File: src/csm_defines.vh
`ifndef CSM_DEFINES_VH
`define CSM_DEFINES_VH

// ----------------------------------------
// register offsets
// ----------------------------------------
`define CSM_ADDR_CTRL 8'h00
`define CSM_ADDR_TIMER_PRE 8'h04
`define CSM_ADDR_TIMER_RUN 8'h08
`define CSM_ADDR_STATUS 8'h0c

// ----------------------------------------
// control field positions and reset values
// ----------------------------------------
`define CSM_CTRL_HF_SRC_LSB 0
`define CSM_CTRL_XTAL_32M_BIT 2
`define CSM_CTRL_LF_SRC_LSB 4
`define CSM_CTRL_KEEP_HF_BIT 8
`define CSM_CTRL_KEEP_LF_BIT 9
`define CSM_CTRL_RESET 32'h0000_0020

// ----------------------------------------
// source encodings
// ----------------------------------------
`define CSM_HF_SRC_XTAL 2'h0
`define CSM_HF_SRC_EXT 2'h1
`define CSM_HF_SRC_RC 2'h2
`define CSM_LF_SRC_XTAL 2'h0
`define CSM_LF_SRC_EXT 2'h1
`define CSM_LF_SRC_RC 2'h2
`define CSM_LF_SRC_SYNTH 2'h3

// ----------------------------------------
// status field positions
// ----------------------------------------
`define CSM_ST_HF_RUN_BIT 0
`define CSM_ST_LF_RUN_BIT 1
`define CSM_ST_HF_1M_BIT 2
`define CSM_ST_RC_HF_BIT 3
`define CSM_ST_XTAL_HF_BIT 4
`define CSM_ST_RC_LF_BIT 5
`define CSM_ST_XTAL_LF_BIT 6
`define CSM_ST_SYNTH_BIT 7

// ----------------------------------------
// timer prescaler
// ----------------------------------------
`define CSM_PRE_WIDTH 4
// 16 MHz divided by 2^4 is 1 MHz: this setting and above ask for 1 MHz mode
`define CSM_PRE_1M 4'h4

`endif

File: src/csm_gate.v
`timescale 1ns/1ps
`default_nettype none
module csm_gate #(
    parameter WIDTH = 4
) (
    // clock and reset
    input wire mclk,
    input wire rst,
    // requests
    input wire sys_on,
    input wire [WIDTH-1:0] req,
    // branch enables
    output reg [WIDTH-1:0] gate_q
);

// ----------------------------------------
// per-branch gate
// ----------------------------------------
// registered enables rather than gated clocks: the cell-level gate sits downstream
genvar i;
generate
    for (i = 0; i < WIDTH; i = i + 1) begin : g_br
        always @(posedge mclk or posedge rst) begin
            if (rst) begin
                gate_q[i] <= 1'b0;
            end else begin
                gate_q[i] <= sys_on & req[i];
            end
        end
    end
endgenerate

endmodule
`default_nettype wire

File: src/csm_timer_pre.v
`timescale 1ns/1ps
`default_nettype none
`include "csm_defines.vh"
module csm_timer_pre (
    // clock and reset
    input wire mclk,
    input wire rst,
    // control
    input wire run,
    input wire [`CSM_PRE_WIDTH-1:0] pre,
    input wire hf_tick,
    // outputs
    output reg tick_q,
    output reg req_1m_q
);

// ----------------------------------------
// divider
// ----------------------------------------
reg [14:0] cnt_q;
wire [15:0] limit;

assign limit = 16'h0001 << pre;

always @(posedge mclk or posedge rst) begin
    if (rst) begin
        cnt_q <= 15'h0000;
        tick_q <= 1'b0;
        req_1m_q <= 1'b0;
    end else begin
        req_1m_q <= run & (pre >= `CSM_PRE_1M);
        tick_q <= 1'b0;
        if (!run) begin
            cnt_q <= 15'h0000;
        end else if (hf_tick) begin
            if ({1'b0, cnt_q} == limit - 16'h0001) begin
                cnt_q <= 15'h0000;
                tick_q <= 1'b1;
            end else begin
                cnt_q <= cnt_q + 15'h0001;
            end
        end
    end
end

endmodule
`default_nettype wire

File: src/csm_clock_mgr.v
// Summary of operation
// a module request with its oscillator idle starts the domain's rc oscillator
// rc oscillator idles automatically once the last requesting module goes idle
// software keep bit holds the selected oscillator running without requests
// no oscillator or clock branch is enabled while the system is off
// high clock comes from crystal, external reference or rc oscillator
// a 32 MHz crystal is divided by two so the system sees 16 MHz
// low clock comes from crystal, external reference, rc, or synthesis
// synthesized low clock keeps a high clock source running while used
// radio use needs the crystal selected and started by software first
// timer counts the high clock divided by two to the prescaler
// timers at or below 1 MHz count rate request 1 MHz mode
// only 1 MHz timer requests active switches the high clock to 1 MHz mode; the code also needs keep_hf clear
// level requests plus keep bits decide running; running status reported back
// clock branches of idle modules are gated off
//
// Decided for this implementation: the address map and the plain strobed port.
`timescale 1ns/1ps
`default_nettype none
`include "csm_defines.vh"
module csm_clock_mgr #(
    parameter NUM_HF = 4,
    parameter NUM_LF = 2,
    parameter NUM_TMR = 3
) (
    // clock and reset
    input wire mclk,
    input wire rst,
    // register port
    input wire [7:0] reg_addr,
    input wire [31:0] reg_wdata,
    input wire reg_wr,
    input wire reg_rd,
    output reg [31:0] reg_rdata_q,
    // system state and module requests
    input wire sys_on,
    input wire [NUM_HF-1:0] mod_hf_req,
    input wire [NUM_LF-1:0] mod_lf_req,
    input wire hf_tick,
    // oscillator readiness
    input wire xtal_hf_ready,
    input wire rc_hf_ready,
    input wire xtal_lf_ready,
    input wire rc_lf_ready,
    // oscillator controls
    output reg xtal_hf_en_q,
    output reg rc_hf_en_q,
    output reg xtal_lf_en_q,
    output reg rc_lf_en_q,
    output reg lf_synth_en_q,
    // clock routing
    output reg [1:0] high_freq_clock_sel_q,
    output reg high_freq_clock_div2_q,
    output reg high_freq_clock_1m_q,
    output reg [1:0] low_freq_clock_sel_q,
    output reg high_freq_clock_running_q,
    output reg low_freq_clock_running_q,
    // branch enables and timer ticks
    output wire [NUM_HF-1:0] hf_gate_q,
    output wire [NUM_LF-1:0] lf_gate_q,
    output wire [NUM_TMR-1:0] tmr_gate_q,
    output wire [NUM_TMR-1:0] tmr_tick_q
);

// ----------------------------------------
// registers
// ----------------------------------------
reg [31:0] ctrl_q;
reg [4*NUM_TMR-1:0] tmr_pre_q;
reg [NUM_TMR-1:0] tmr_run_q;
wire [NUM_TMR-1:0] tmr_1m;

wire [1:0] hf_src;
wire [1:0] lf_src;
wire xtal_32m;
wire keep_hf;
wire keep_lf;

assign hf_src = ctrl_q[`CSM_CTRL_HF_SRC_LSB+1:`CSM_CTRL_HF_SRC_LSB];
assign lf_src = ctrl_q[`CSM_CTRL_LF_SRC_LSB+1:`CSM_CTRL_LF_SRC_LSB];
assign xtal_32m = ctrl_q[`CSM_CTRL_XTAL_32M_BIT];
assign keep_hf = ctrl_q[`CSM_CTRL_KEEP_HF_BIT];
assign keep_lf = ctrl_q[`CSM_CTRL_KEEP_LF_BIT];

function sel_hit;
    input [7:0] addr;
    input [7:0] offs;
    begin
        sel_hit = (addr == offs);
    end
endfunction

always @(posedge mclk or posedge rst) begin
    if (rst) begin
        ctrl_q <= `CSM_CTRL_RESET;
        tmr_pre_q <= {(4*NUM_TMR){1'b0}};
        tmr_run_q <= {NUM_TMR{1'b0}};
    end else if (reg_wr) begin
        if (sel_hit(reg_addr, `CSM_ADDR_CTRL)) begin
            // unused bits kept at zero so they read back as zero
            ctrl_q <= reg_wdata & 32'h0000_0337;
        end
        if (sel_hit(reg_addr, `CSM_ADDR_TIMER_PRE)) begin
            tmr_pre_q <= reg_wdata[4*NUM_TMR-1:0];
        end
        if (sel_hit(reg_addr, `CSM_ADDR_TIMER_RUN)) begin
            tmr_run_q <= reg_wdata[NUM_TMR-1:0];
        end
    end
end

// ----------------------------------------
// demand
// ----------------------------------------
wire lf_demand;
wire lf_synth_use;
wire tmr_full;
wire full_req;
wire hf_demand;

assign lf_demand = sys_on & (|mod_lf_req | keep_lf);
assign lf_synth_use = lf_demand & (lf_src == `CSM_LF_SRC_SYNTH);
// a timer that runs but has not yet asked for 1 MHz counts as full rate
assign tmr_full = |(tmr_run_q & ~tmr_1m);
assign full_req = |mod_hf_req | tmr_full | lf_synth_use;
// synthesis keeps the high domain alive for as long as it is in use
assign hf_demand = sys_on & (full_req | |tmr_run_q | keep_hf);

// ----------------------------------------
// high-frequency source control
// ----------------------------------------
wire xtal_hf_on;
wire xtal_hf_live;
wire ext_hf_live;
wire rc_hf_on;

// crystal starts only under software keep; radio users must set it up first
assign xtal_hf_on = sys_on & keep_hf & (hf_src == `CSM_HF_SRC_XTAL);
assign xtal_hf_live = xtal_hf_on & xtal_hf_ready;
assign ext_hf_live = hf_src == `CSM_HF_SRC_EXT;
// rc fills in whenever there is demand and the chosen source is not up
assign rc_hf_on = hf_demand & ~xtal_hf_live & ~ext_hf_live;

always @(posedge mclk or posedge rst) begin
    if (rst) begin
        xtal_hf_en_q <= 1'b0;
        rc_hf_en_q <= 1'b0;
        high_freq_clock_sel_q <= `CSM_HF_SRC_RC;
        high_freq_clock_div2_q <= 1'b0;
        high_freq_clock_1m_q <= 1'b0;
        high_freq_clock_running_q <= 1'b0;
    end else begin
        xtal_hf_en_q <= xtal_hf_on;
        rc_hf_en_q <= rc_hf_on;
        if (xtal_hf_live) begin
            high_freq_clock_sel_q <= `CSM_HF_SRC_XTAL;
        end else if (ext_hf_live) begin
            high_freq_clock_sel_q <= `CSM_HF_SRC_EXT;
        end else begin
            high_freq_clock_sel_q <= `CSM_HF_SRC_RC;
        end
        high_freq_clock_div2_q <= xtal_hf_live & xtal_32m;
        high_freq_clock_1m_q <= hf_demand & |tmr_1m & ~full_req & ~keep_hf;
        high_freq_clock_running_q <= hf_demand &
            (xtal_hf_live | ext_hf_live | rc_hf_ready);
    end
end

// ----------------------------------------
// low-frequency source control
// ----------------------------------------
wire xtal_lf_on;
wire xtal_lf_live;
wire ext_lf_live;
wire rc_lf_on;
wire synth_live;

assign xtal_lf_on = sys_on & keep_lf & (lf_src == `CSM_LF_SRC_XTAL);
assign xtal_lf_live = xtal_lf_on & xtal_lf_ready;
assign ext_lf_live = lf_src == `CSM_LF_SRC_EXT;
assign rc_lf_on = lf_demand & ~lf_synth_use & ~xtal_lf_live & ~ext_lf_live;
assign synth_live = lf_synth_use & high_freq_clock_running_q;

always @(posedge mclk or posedge rst) begin
    if (rst) begin
        xtal_lf_en_q <= 1'b0;
        rc_lf_en_q <= 1'b0;
        lf_synth_en_q <= 1'b0;
        low_freq_clock_sel_q <= `CSM_LF_SRC_RC;
        low_freq_clock_running_q <= 1'b0;
    end else begin
        xtal_lf_en_q <= xtal_lf_on;
        rc_lf_en_q <= rc_lf_on;
        lf_synth_en_q <= lf_synth_use;
        if (lf_synth_use) begin
            low_freq_clock_sel_q <= `CSM_LF_SRC_SYNTH;
        end else if (xtal_lf_live) begin
            low_freq_clock_sel_q <= `CSM_LF_SRC_XTAL;
        end else if (ext_lf_live) begin
            low_freq_clock_sel_q <= `CSM_LF_SRC_EXT;
        end else begin
            low_freq_clock_sel_q <= `CSM_LF_SRC_RC;
        end
        low_freq_clock_running_q <= lf_demand &
            (synth_live | xtal_lf_live | ext_lf_live | (~lf_synth_use & rc_lf_ready));
    end
end

// ----------------------------------------
// timers
// ----------------------------------------
genvar t;
generate
    for (t = 0; t < NUM_TMR; t = t + 1) begin : g_tmr
        csm_timer_pre u_pre (
            .mclk(mclk),
            .rst(rst),
            .run(tmr_run_q[t] & sys_on),
            .pre(tmr_pre_q[4*t+3:4*t]),
            .hf_tick(hf_tick & high_freq_clock_running_q),
            .tick_q(tmr_tick_q[t]),
            .req_1m_q(tmr_1m[t])
        );
    end
endgenerate

// ----------------------------------------
// clock branch gates
// ----------------------------------------
csm_gate #(
    .WIDTH(NUM_HF)
) u_hf_gate (
    .mclk(mclk),
    .rst(rst),
    .sys_on(sys_on),
    .req(mod_hf_req),
    .gate_q(hf_gate_q)
);

csm_gate #(
    .WIDTH(NUM_LF)
) u_lf_gate (
    .mclk(mclk),
    .rst(rst),
    .sys_on(sys_on),
    .req(mod_lf_req),
    .gate_q(lf_gate_q)
);

csm_gate #(
    .WIDTH(NUM_TMR)
) u_tmr_gate (
    .mclk(mclk),
    .rst(rst),
    .sys_on(sys_on),
    .req(tmr_run_q),
    .gate_q(tmr_gate_q)
);

// ----------------------------------------
// read path
// ----------------------------------------
reg [31:0] rd_mux;

always @* begin
    rd_mux = 32'h0000_0000;
    case (reg_addr)
        `CSM_ADDR_CTRL: begin
            rd_mux = ctrl_q;
        end
        `CSM_ADDR_TIMER_PRE: begin
            rd_mux[4*NUM_TMR-1:0] = tmr_pre_q;
        end
        `CSM_ADDR_TIMER_RUN: begin
            rd_mux[NUM_TMR-1:0] = tmr_run_q;
        end
        `CSM_ADDR_STATUS: begin
            rd_mux[`CSM_ST_HF_RUN_BIT] = high_freq_clock_running_q;
            rd_mux[`CSM_ST_LF_RUN_BIT] = low_freq_clock_running_q;
            rd_mux[`CSM_ST_HF_1M_BIT] = high_freq_clock_1m_q;
            rd_mux[`CSM_ST_RC_HF_BIT] = rc_hf_en_q;
            rd_mux[`CSM_ST_XTAL_HF_BIT] = xtal_hf_en_q;
            rd_mux[`CSM_ST_RC_LF_BIT] = rc_lf_en_q;
            rd_mux[`CSM_ST_XTAL_LF_BIT] = xtal_lf_en_q;
            rd_mux[`CSM_ST_SYNTH_BIT] = lf_synth_en_q;
        end
        default: begin
            rd_mux = 32'h0000_0000;
        end
    endcase
end

// data stand only in the cycle after the strobe, zero otherwise
always @(posedge mclk or posedge rst) begin
    if (rst) begin
        reg_rdata_q <= 32'h0000_0000;
    end else if (reg_rd) begin
        reg_rdata_q <= rd_mux;
    end else begin
        reg_rdata_q <= 32'h0000_0000;
    end
end

endmodule
`default_nettype wire

File: config.mk
export PLATFORM = sky130hd
export DESIGN_NAME = csm_clock_mgr
export DESIGN_NICKNAME = d
export VERILOG_FILES = /design/src/csm_gate.v /design/src/csm_timer_pre.v /design/src/csm_clock_mgr.v
export VERILOG_INCLUDE_DIRS = /design/src
export SDC_FILE = /design/constraint.sdc
export NUM_CORES = 1
export LEC_CHECK = 0
export ABC_AREA = 1
export BUFFER_PORTS_ARGS = -buffer_cell sky130_fd_sc_hd__buf_2
export CELL_PAD_IN_SITES_DETAIL_PLACEMENT = 1
export CELL_PAD_IN_SITES_GLOBAL_PLACEMENT = 1
export CORE_MARGIN = 5
export CORE_UTILIZATION = 31
export DETAILED_ROUTE_END_ITERATION = 16
export GPL_TIMING_DRIVEN = 0
export PLACE_DENSITY_LB_ADDON = 0.1
export SYNTH_ARGS = -nofsm -noshare
export SYNTH_HDL_FRONTEND = slang
export SYNTH_SLANG_ARGS = --single-unit
File: constraint.sdc
create_clock -name mclk -period 8.74 [get_ports mclk]
set_clock_uncertainty 0.05 [all_clocks]
set_input_delay 1.748 -clock mclk [delete_from_list [all_inputs] [get_ports mclk]]
set_output_delay 1.748 -clock mclk [all_outputs]
set_load 0.01 [all_outputs]
==> out/metrics.cfg, run 1 <==
[global_routing]
grt_max_degree = 80
grt_pass1_wl_um = 33600
grtUsageTotal = 0.176
grt_pass1_vias = 6154
grt_overflow_total = 0
antenna_found_initial = 1

[drt]
drt-pass1-iter-count = 6
vias = 5799
routed_wl_um = 20100
drtIter0Drc = 232
drc = 0
vias_per_cell = 4.56
wl_per_cell_um = 15.8
drtAntennaViolNets = 0

[logic_synthesis]
synth.area.top_cells = dfrtp_1 (40%), nand2_1 (15%), inv_1 (7.3%)
synth-seq-area-share = 0.416
synth_most_common_cell = nand2_1
yosys_warnings = 0
ys_top_cells_by_count = nand2_1 (257), inv_1 (125), dfrtp_1 (104), nor2_1 (85), o21ai_0 (67)
synth_top_cell_area_share = 0.404
syn_area_per_cell_um2 = 7.21
async_flop_share = 1.00
syn_area_um2 = 6440
synth_cell_type_count = 38
ys_ff_latch = 107
yosys.area.top_type = dfrtp_1
dominantRegCellSynth = dfrtp_1
synth-edff-count = 0
syn-instance-count = 893

[power]
ir_drop_v = 0.000104
power.density_nw_per_um2 = 142
p_leak_nw = 3.95

[finish]
fin_util = 0.372
n_fill_cell = 2605
syn2layout_area_growth_pct = 17.6
regArea_um2 = 2680
multiInputGateArea_um2 = 3060
layout-drive-gt1-share = 0.142
fin_cells = 1272
num-nets-final = 1058
finish.instance_area_um2 = 7580

[critical_path]
path_max_fanout = 10
setup.worst_path.end_class = flip-flop
required_ps = 8930
cp_top_family = simple AND/OR/NAND/NOR gates
slowest_stage = nand3_1
max_stage_delay_ps = 410
path_cells = buf_2 -> nor2_1 -> inv_1 -> nor2_1 -> nand3_1 -> inv_1 -> nand2_1 -> clkbuf_1 -> nor2_1 -> a21oi_1
crit_type = input port to flip-flop
arrival_ps = 3780
path_buf_inv = 4
path_common_cell = nor2_1
critPathLaunchType = input port

[timing]
hold_viol_final = 0
final.setup.tns_ps = 0
tightest_slew_ps = 592
post-route-period-util = 0.411
setup_violations = 0
finalCriticalPeriod_ps = 3590
grt_setup_unrepaired = no
drv_slew = 0
max_slew_margin = 0.603
fmax_ghz = 0.279

[clock_network]
cts_hold_buf = 0
cts-root-buf = clkbuf_16
cts.repair.resized = 0
clock-sinks = 107
worstSkewPairLatency_ps = 370
htreeDepth = 3
path_clk_slew_ps = 90
cts_made_buffers = 9
cts_buffer_depth = 2
post_cts_buffers = 0
cts_tree = yes

[outcome]
outcome = finished, final reports clean

[floorplan]
initial_core_util = 0.316
die_h_um = 154
ios = 113
fp-row-count = 52
core-area_um2 = 20400
fp.dieW_um = 154
dieArea_um2 = 23800

[placement]
place_congestion = 0.830
post-place-cells = 1255
placed_cell_area_um2 = 7240
hpwl_um = 15600
io_buffers = 72

[run]
cap_violations = 0

[worst_hold_path]
hold_path_class = flip-flop to flip-flop

layout make-up:
cell class                      instances  area share
Timing Repair Buffer                   73      0.0512
Antenna cell                            1    0.000330
Inverter                              129      0.0646
Sequential cell                       107       0.354
Multi-Input combinational cell        633       0.404
Clock inverter                          7      0.0140
Tap cell                              270      0.0446
Clock buffer                            9      0.0297
Buffer                                 43      0.0380
flip-flops by register name, summed over array words and instances (netlist names), 3 cells and up:
name and count:
g_tmr.u_pre.tick_q 3, reg_rdata_q 12, g_tmr.u_pre.cnt_q 45, tmr_run_q 3, ctrl_q 7, u_hf_gate.gate_q 4
g_tmr.u_pre.req_1m_q 3, tmr_pre_q 12, u_tmr_gate.gate_q 3
per-layer routing:
layer | routed length [um] | track usage
met1 | 9920 | 0.246
met5 | 0 | 0
met4 | 199 | 0.0328
met2 | 9420 | 0.288
met3 | 561 | 0.0326
placed cells by master, fill, tap and decap left out, types with 3 or more instances in the layout:
cell type and n:
xnor2_1 10, clkbuf_1 10, buf_4 24, clkinv_8 5, inv_1 124, clkbuf_16 9, a21oi_1 18, nor4_1 5
ha_1 6, nand3_1 63, nor2_1 85, nand3_2 3, conb_1 20, nand2_2 3, o21ai_0 67, o22ai_1 11
dfrtp_1 104, buf_2 75, dfstp_2 3, nand2_1 257, xor2_1 40, nand4_1 12, buf_6 4, nor3_1 17
path summary, 6_finish.rpt:
check                                                            end  depth (start not counted)                      from  slack [ps]
worst min register to register                xtal_hf_en_q$_DFF_PP0_                          1     ctrl_q[0]$_DFFE_PP0P_         440
worst max register to register  g_tmr[0].u_pre.cnt_q[14]$_DFFE_PP0P_                         15  tmr_pre_q[1]$_DFFE_PP0P_        5930
worst max-delay path                       tmr_pre_q[11]$_DFFE_PP0P_                         10               reg_addr[1]        5150
worst min-delay path                          xtal_hf_en_q$_DFF_PP0_                          1     ctrl_q[0]$_DFFE_PP0P_         440
min in group asynchronous              u_hf_gate.gate_q[2]$_DFF_PP0_                          2                       rst        1280
max in group asynchronous                      ctrl_q[5]$_DFFE_PP1P_                          3                       rst        6650
logic make-up (layout without fill, tap and decap cells):
kind of cell    after synthesis  in the layout  share of synthesized area
simple gates                457            457                      0.302
buf+inv                     172            261                      0.120
flops                       107            107                      0.416
compound gates              100            100                     0.0818
xor+xnor                     50             50                     0.0680
fa+ha+maj                     6              6                     0.0117
other cells                   1             21                   0.000582
stage by stage:
stage / power [mW] / worst slack, ps / hold WS (ps)
after global routing: 1.13 / 4930 / 482
after global placement: 0.632 / 2500 / 417
after floorplan: 0.595 / 4130 / 394
final: 1.07 / 5150 / 439
after detailed placement: 0.635 / 4800 / 423
after CTS: 1.10 / 5180 / 439
power by group:
part	switching [mW]	internal (mW)
sequential	0.00837	0.505
combinational	0.0721	0.0379
clock	0.239	0.211
Note: power is estimated with default switching activity, not from simulation.
==> run 2: changes to the inputs <==
- ABC_AREA: 1 -> 0
- clock period: 8.74 -> 3.45 ns (I/O delays scaled with it)
==> run 2 against run 1 <==
  * Final cell count shrank 16%
  * Setup slack worse by 4900 ps
  * Power rose to 2.8 times the previous value
  * Via count decreased by 6.4%
  * Register-to-register slack worse by 5700 ps
  * Final area grew 1.2%
  * Die area about the same
  * Combinational power grew to 5.3 times the previous value
  * Synthesized cell count shrank 23%
  * First-iteration DRC count up 4.7%
  * Utilization grew 0.43 points
  * Synthesized area about the same
==> out/metrics.cfg, run 2 <==
[outcome]
outcome = finished, final reports clean

[power]
p_leak_nw = 3.39
clkPwrFrac = 0.364
power.switching_mw = 0.913
total_power_mw = 2.96
power.density_nw_per_um2 = 386
pwr-share-seq = 0.439
swShare = 0.308
internal-power_mw = 2.05
ir_drop_v = 0.000232
pwr-share-comb = 0.198

[finish]
antenna_cells = 0
final_common_cell = dfrtp_1
layout-drive-gt1-share = 0.240
reg_top3 = g_tmr.u_pre.cnt_q (45), reg_rdata_q (12), tmr_pre_q (12)
fin_cells = 1071
largest_register_ffs = 45
largest_register = g_tmr.u_pre.cnt_q
final_cell_mix = dfrtp_1 (104), buf_2 (80), nor2_1 (65), nand2_1 (50), a21oi_1 (33)
num-nets-final = 858
fin_util = 0.376
syn2layout_area_growth_pct = 18.9

[logic_synthesis]
ys_ff_latch = 107
syn_area_um2 = 6440
syn_area_per_cell_um2 = 9.31
synth.area.top_cells = dfrtp_1 (40%), xor2_1 (4.2%), xnor2_1 (4.1%)
yosys_warnings = 0
dominantRegCellSynth = dfrtp_1
synth_most_common_cell = dfrtp_1
synth_cell_type_count = 78
async_flop_share = 1.00
synth-seq-area-share = 0.416
ys_top_cells_by_count = dfrtp_1 (104), nor2_1 (65), nand2_1 (50), a21oi_1 (33), xor2_1 (31)
syn-instance-count = 692
synth-edff-count = 0
yosys.area.top_type = dfrtp_1
synth_top_cell_area_share = 0.404

[critical_path]
path_max_fanout = 10
critPathLaunchType = flip-flop
setup.worst_path.end_class = flip-flop
arrival_ps = 3370
crit_type = flip-flop to flip-flop
required_ps = 3610

[drt]
wl_per_cell_um = 18.0
vias_per_cell = 5.07
routed_wl_um = 19200
drtIter0Drc = 243
drt-pass1-iter-count = 4
drtAntennaViolNets = 0
vias = 5428
drc = 0

[floorplan]
dieArea_um2 = 23800
ios = 113
fp.dieW_um = 154
fp-row-count = 52
core-area_um2 = 20400
initial_core_util = 0.316
die_h_um = 154

[placement]
pre_cts_ws_ps = -634
place_congestion = 0.847
io_buffers = 72
hpwl_um = 14800
post-place-cells = 1056

[timing]
fmax_ghz = 0.312
drv_slew = 0
grt_setup_unrepaired = no
tightest_slew_ps = 829
max_slew_margin = 0.440
post-route-period-util = 0.930
finalWorstSetupSlack_ps = 241
final.setup.tns_ps = 0
hold_viol_final = 0
finalCriticalPeriod_ps = 3210
setup_violations = 0

[clock_network]
cts-root-buf = clkbuf_16
path_clk_slew_ps = 80
cts_buffer_depth = 2
clock-sinks = 107
htreeDepth = 3
cts_tree = yes
cts_made_buffers = 9
worstSkewPairLatency_ps = 360

[global_routing]
grtUsageTotal = 0.163
grt_max_degree = 36
grt_overflow_total = 0
grt_pass1_vias = 5772
grt_pass1_wl_um = 31700
antenna_found_initial = 0

[worst_hold_path]
hold_path_class = input port to asynchronous set/reset pin

[run]
cap_violations = 0

## run 2: power by group through the flow
stage | sequential [mW] | combinational [mW] | clock [mW]
after floorplan | 1.32 | 0.373 | 0
after global placement | 1.32 | 0.517 | 0
after global routing | 1.30 | 0.641 | 1.17
after detailed placement | 1.32 | 0.535 | 0
final | 1.30 | 0.585 | 1.08
after CTS | 1.30 | 0.562 | 1.11
## run 2: stage by stage
stage | area, um2 | hold WS [ps]
3_3_place_gp | 7220 | 441
5_1_grt | 7670 | 296
2_1_floorplan | 6520 | 404
4_1_cts | 7640 | 275
6_report | 7670 | 278
3_5_place_dp | 7280 | 441
## run 2: cells by family after synthesis
| family | count (synthesis) | synth area share |
|---|---|---|
| AOI/OAI and AO/OA | 121 | 0.127 |
| xor gates and xnor gates | 61 | 0.0829 |
| adders and majority gates | 6 | 0.0116 |
| buffers and inverters | 93 | 0.0744 |
| DFF | 107 | 0.416 |
| muxes | 35 | 0.0615 |
| other | 1 | 0.000582 |
| and+or+nand+nor | 268 | 0.226 |
## run 2: final timing paths
check                                               from                                   to  slack, ps  cells after the start
worst min-delay path                                 rst             reg_rdata_q[4]$_DFF_PP0_        280                      2
worst min register to register     ctrl_q[5]$_DFFE_PP1P_    low_freq_clock_sel_q[1]$_DFF_PP1_        460                      2
min in group mclk                  ctrl_q[5]$_DFFE_PP1P_    low_freq_clock_sel_q[1]$_DFF_PP1_        460                      2
worst max register to register  tmr_pre_q[3]$_DFFE_PP0P_  g_tmr[0].u_pre.cnt_q[2]$_DFFE_PP0P_        240                     12
worst max-delay path            tmr_pre_q[3]$_DFFE_PP0P_  g_tmr[0].u_pre.cnt_q[2]$_DFFE_PP0P_        240                     12
max in group asynchronous                            rst                ctrl_q[5]$_DFFE_PP1P_       2290                      4
## run 2: area by class of cell
type,instances,area (um2)
clock inverter,7,87.6
tap,270,338
buffer,64,394
fill,2389,12700
sequential,107,2680
timing repair buffer,79,450
clock buffer,9,225
multi-input combinational,511,3400
inverter,24,93.8
## run 2: repair_timing
action                                  4_1_cts  5_1_grt
cloned                                        0        0
pin swaps                                     5        5
hold buffers                                  0        0
buffers inserted                              2        2
endpoints found under the setup margin       41       43
resized for setup                            15        9
## run 2: per-layer routing
| layer | up-vias | wire length (um) | GRT usage |
|---|---|---|---|
| li1 | 2608 | - | - |
| met1 | 2729 | 9310 | 0.226 |
| met2 | 75 | 9160 | 0.269 |
| met3 | 16 | 567 | 0.0263 |
| met4 | 0 | 189 | 0.0387 |
| met5 | - | 0 | 0 |
## run 2: critical path, cell delays in order, from the launching register on
cell      delay (ps)
dfrtp_1          360
buf_2            170
or4_4            570
ha_2             270
clkbuf_4         210
a22o_1           260
a22oi_2          170
o22ai_1          160
nor4b_4          320
and3_1           230
buf_6            120
buf_12           140
nor3_2            50
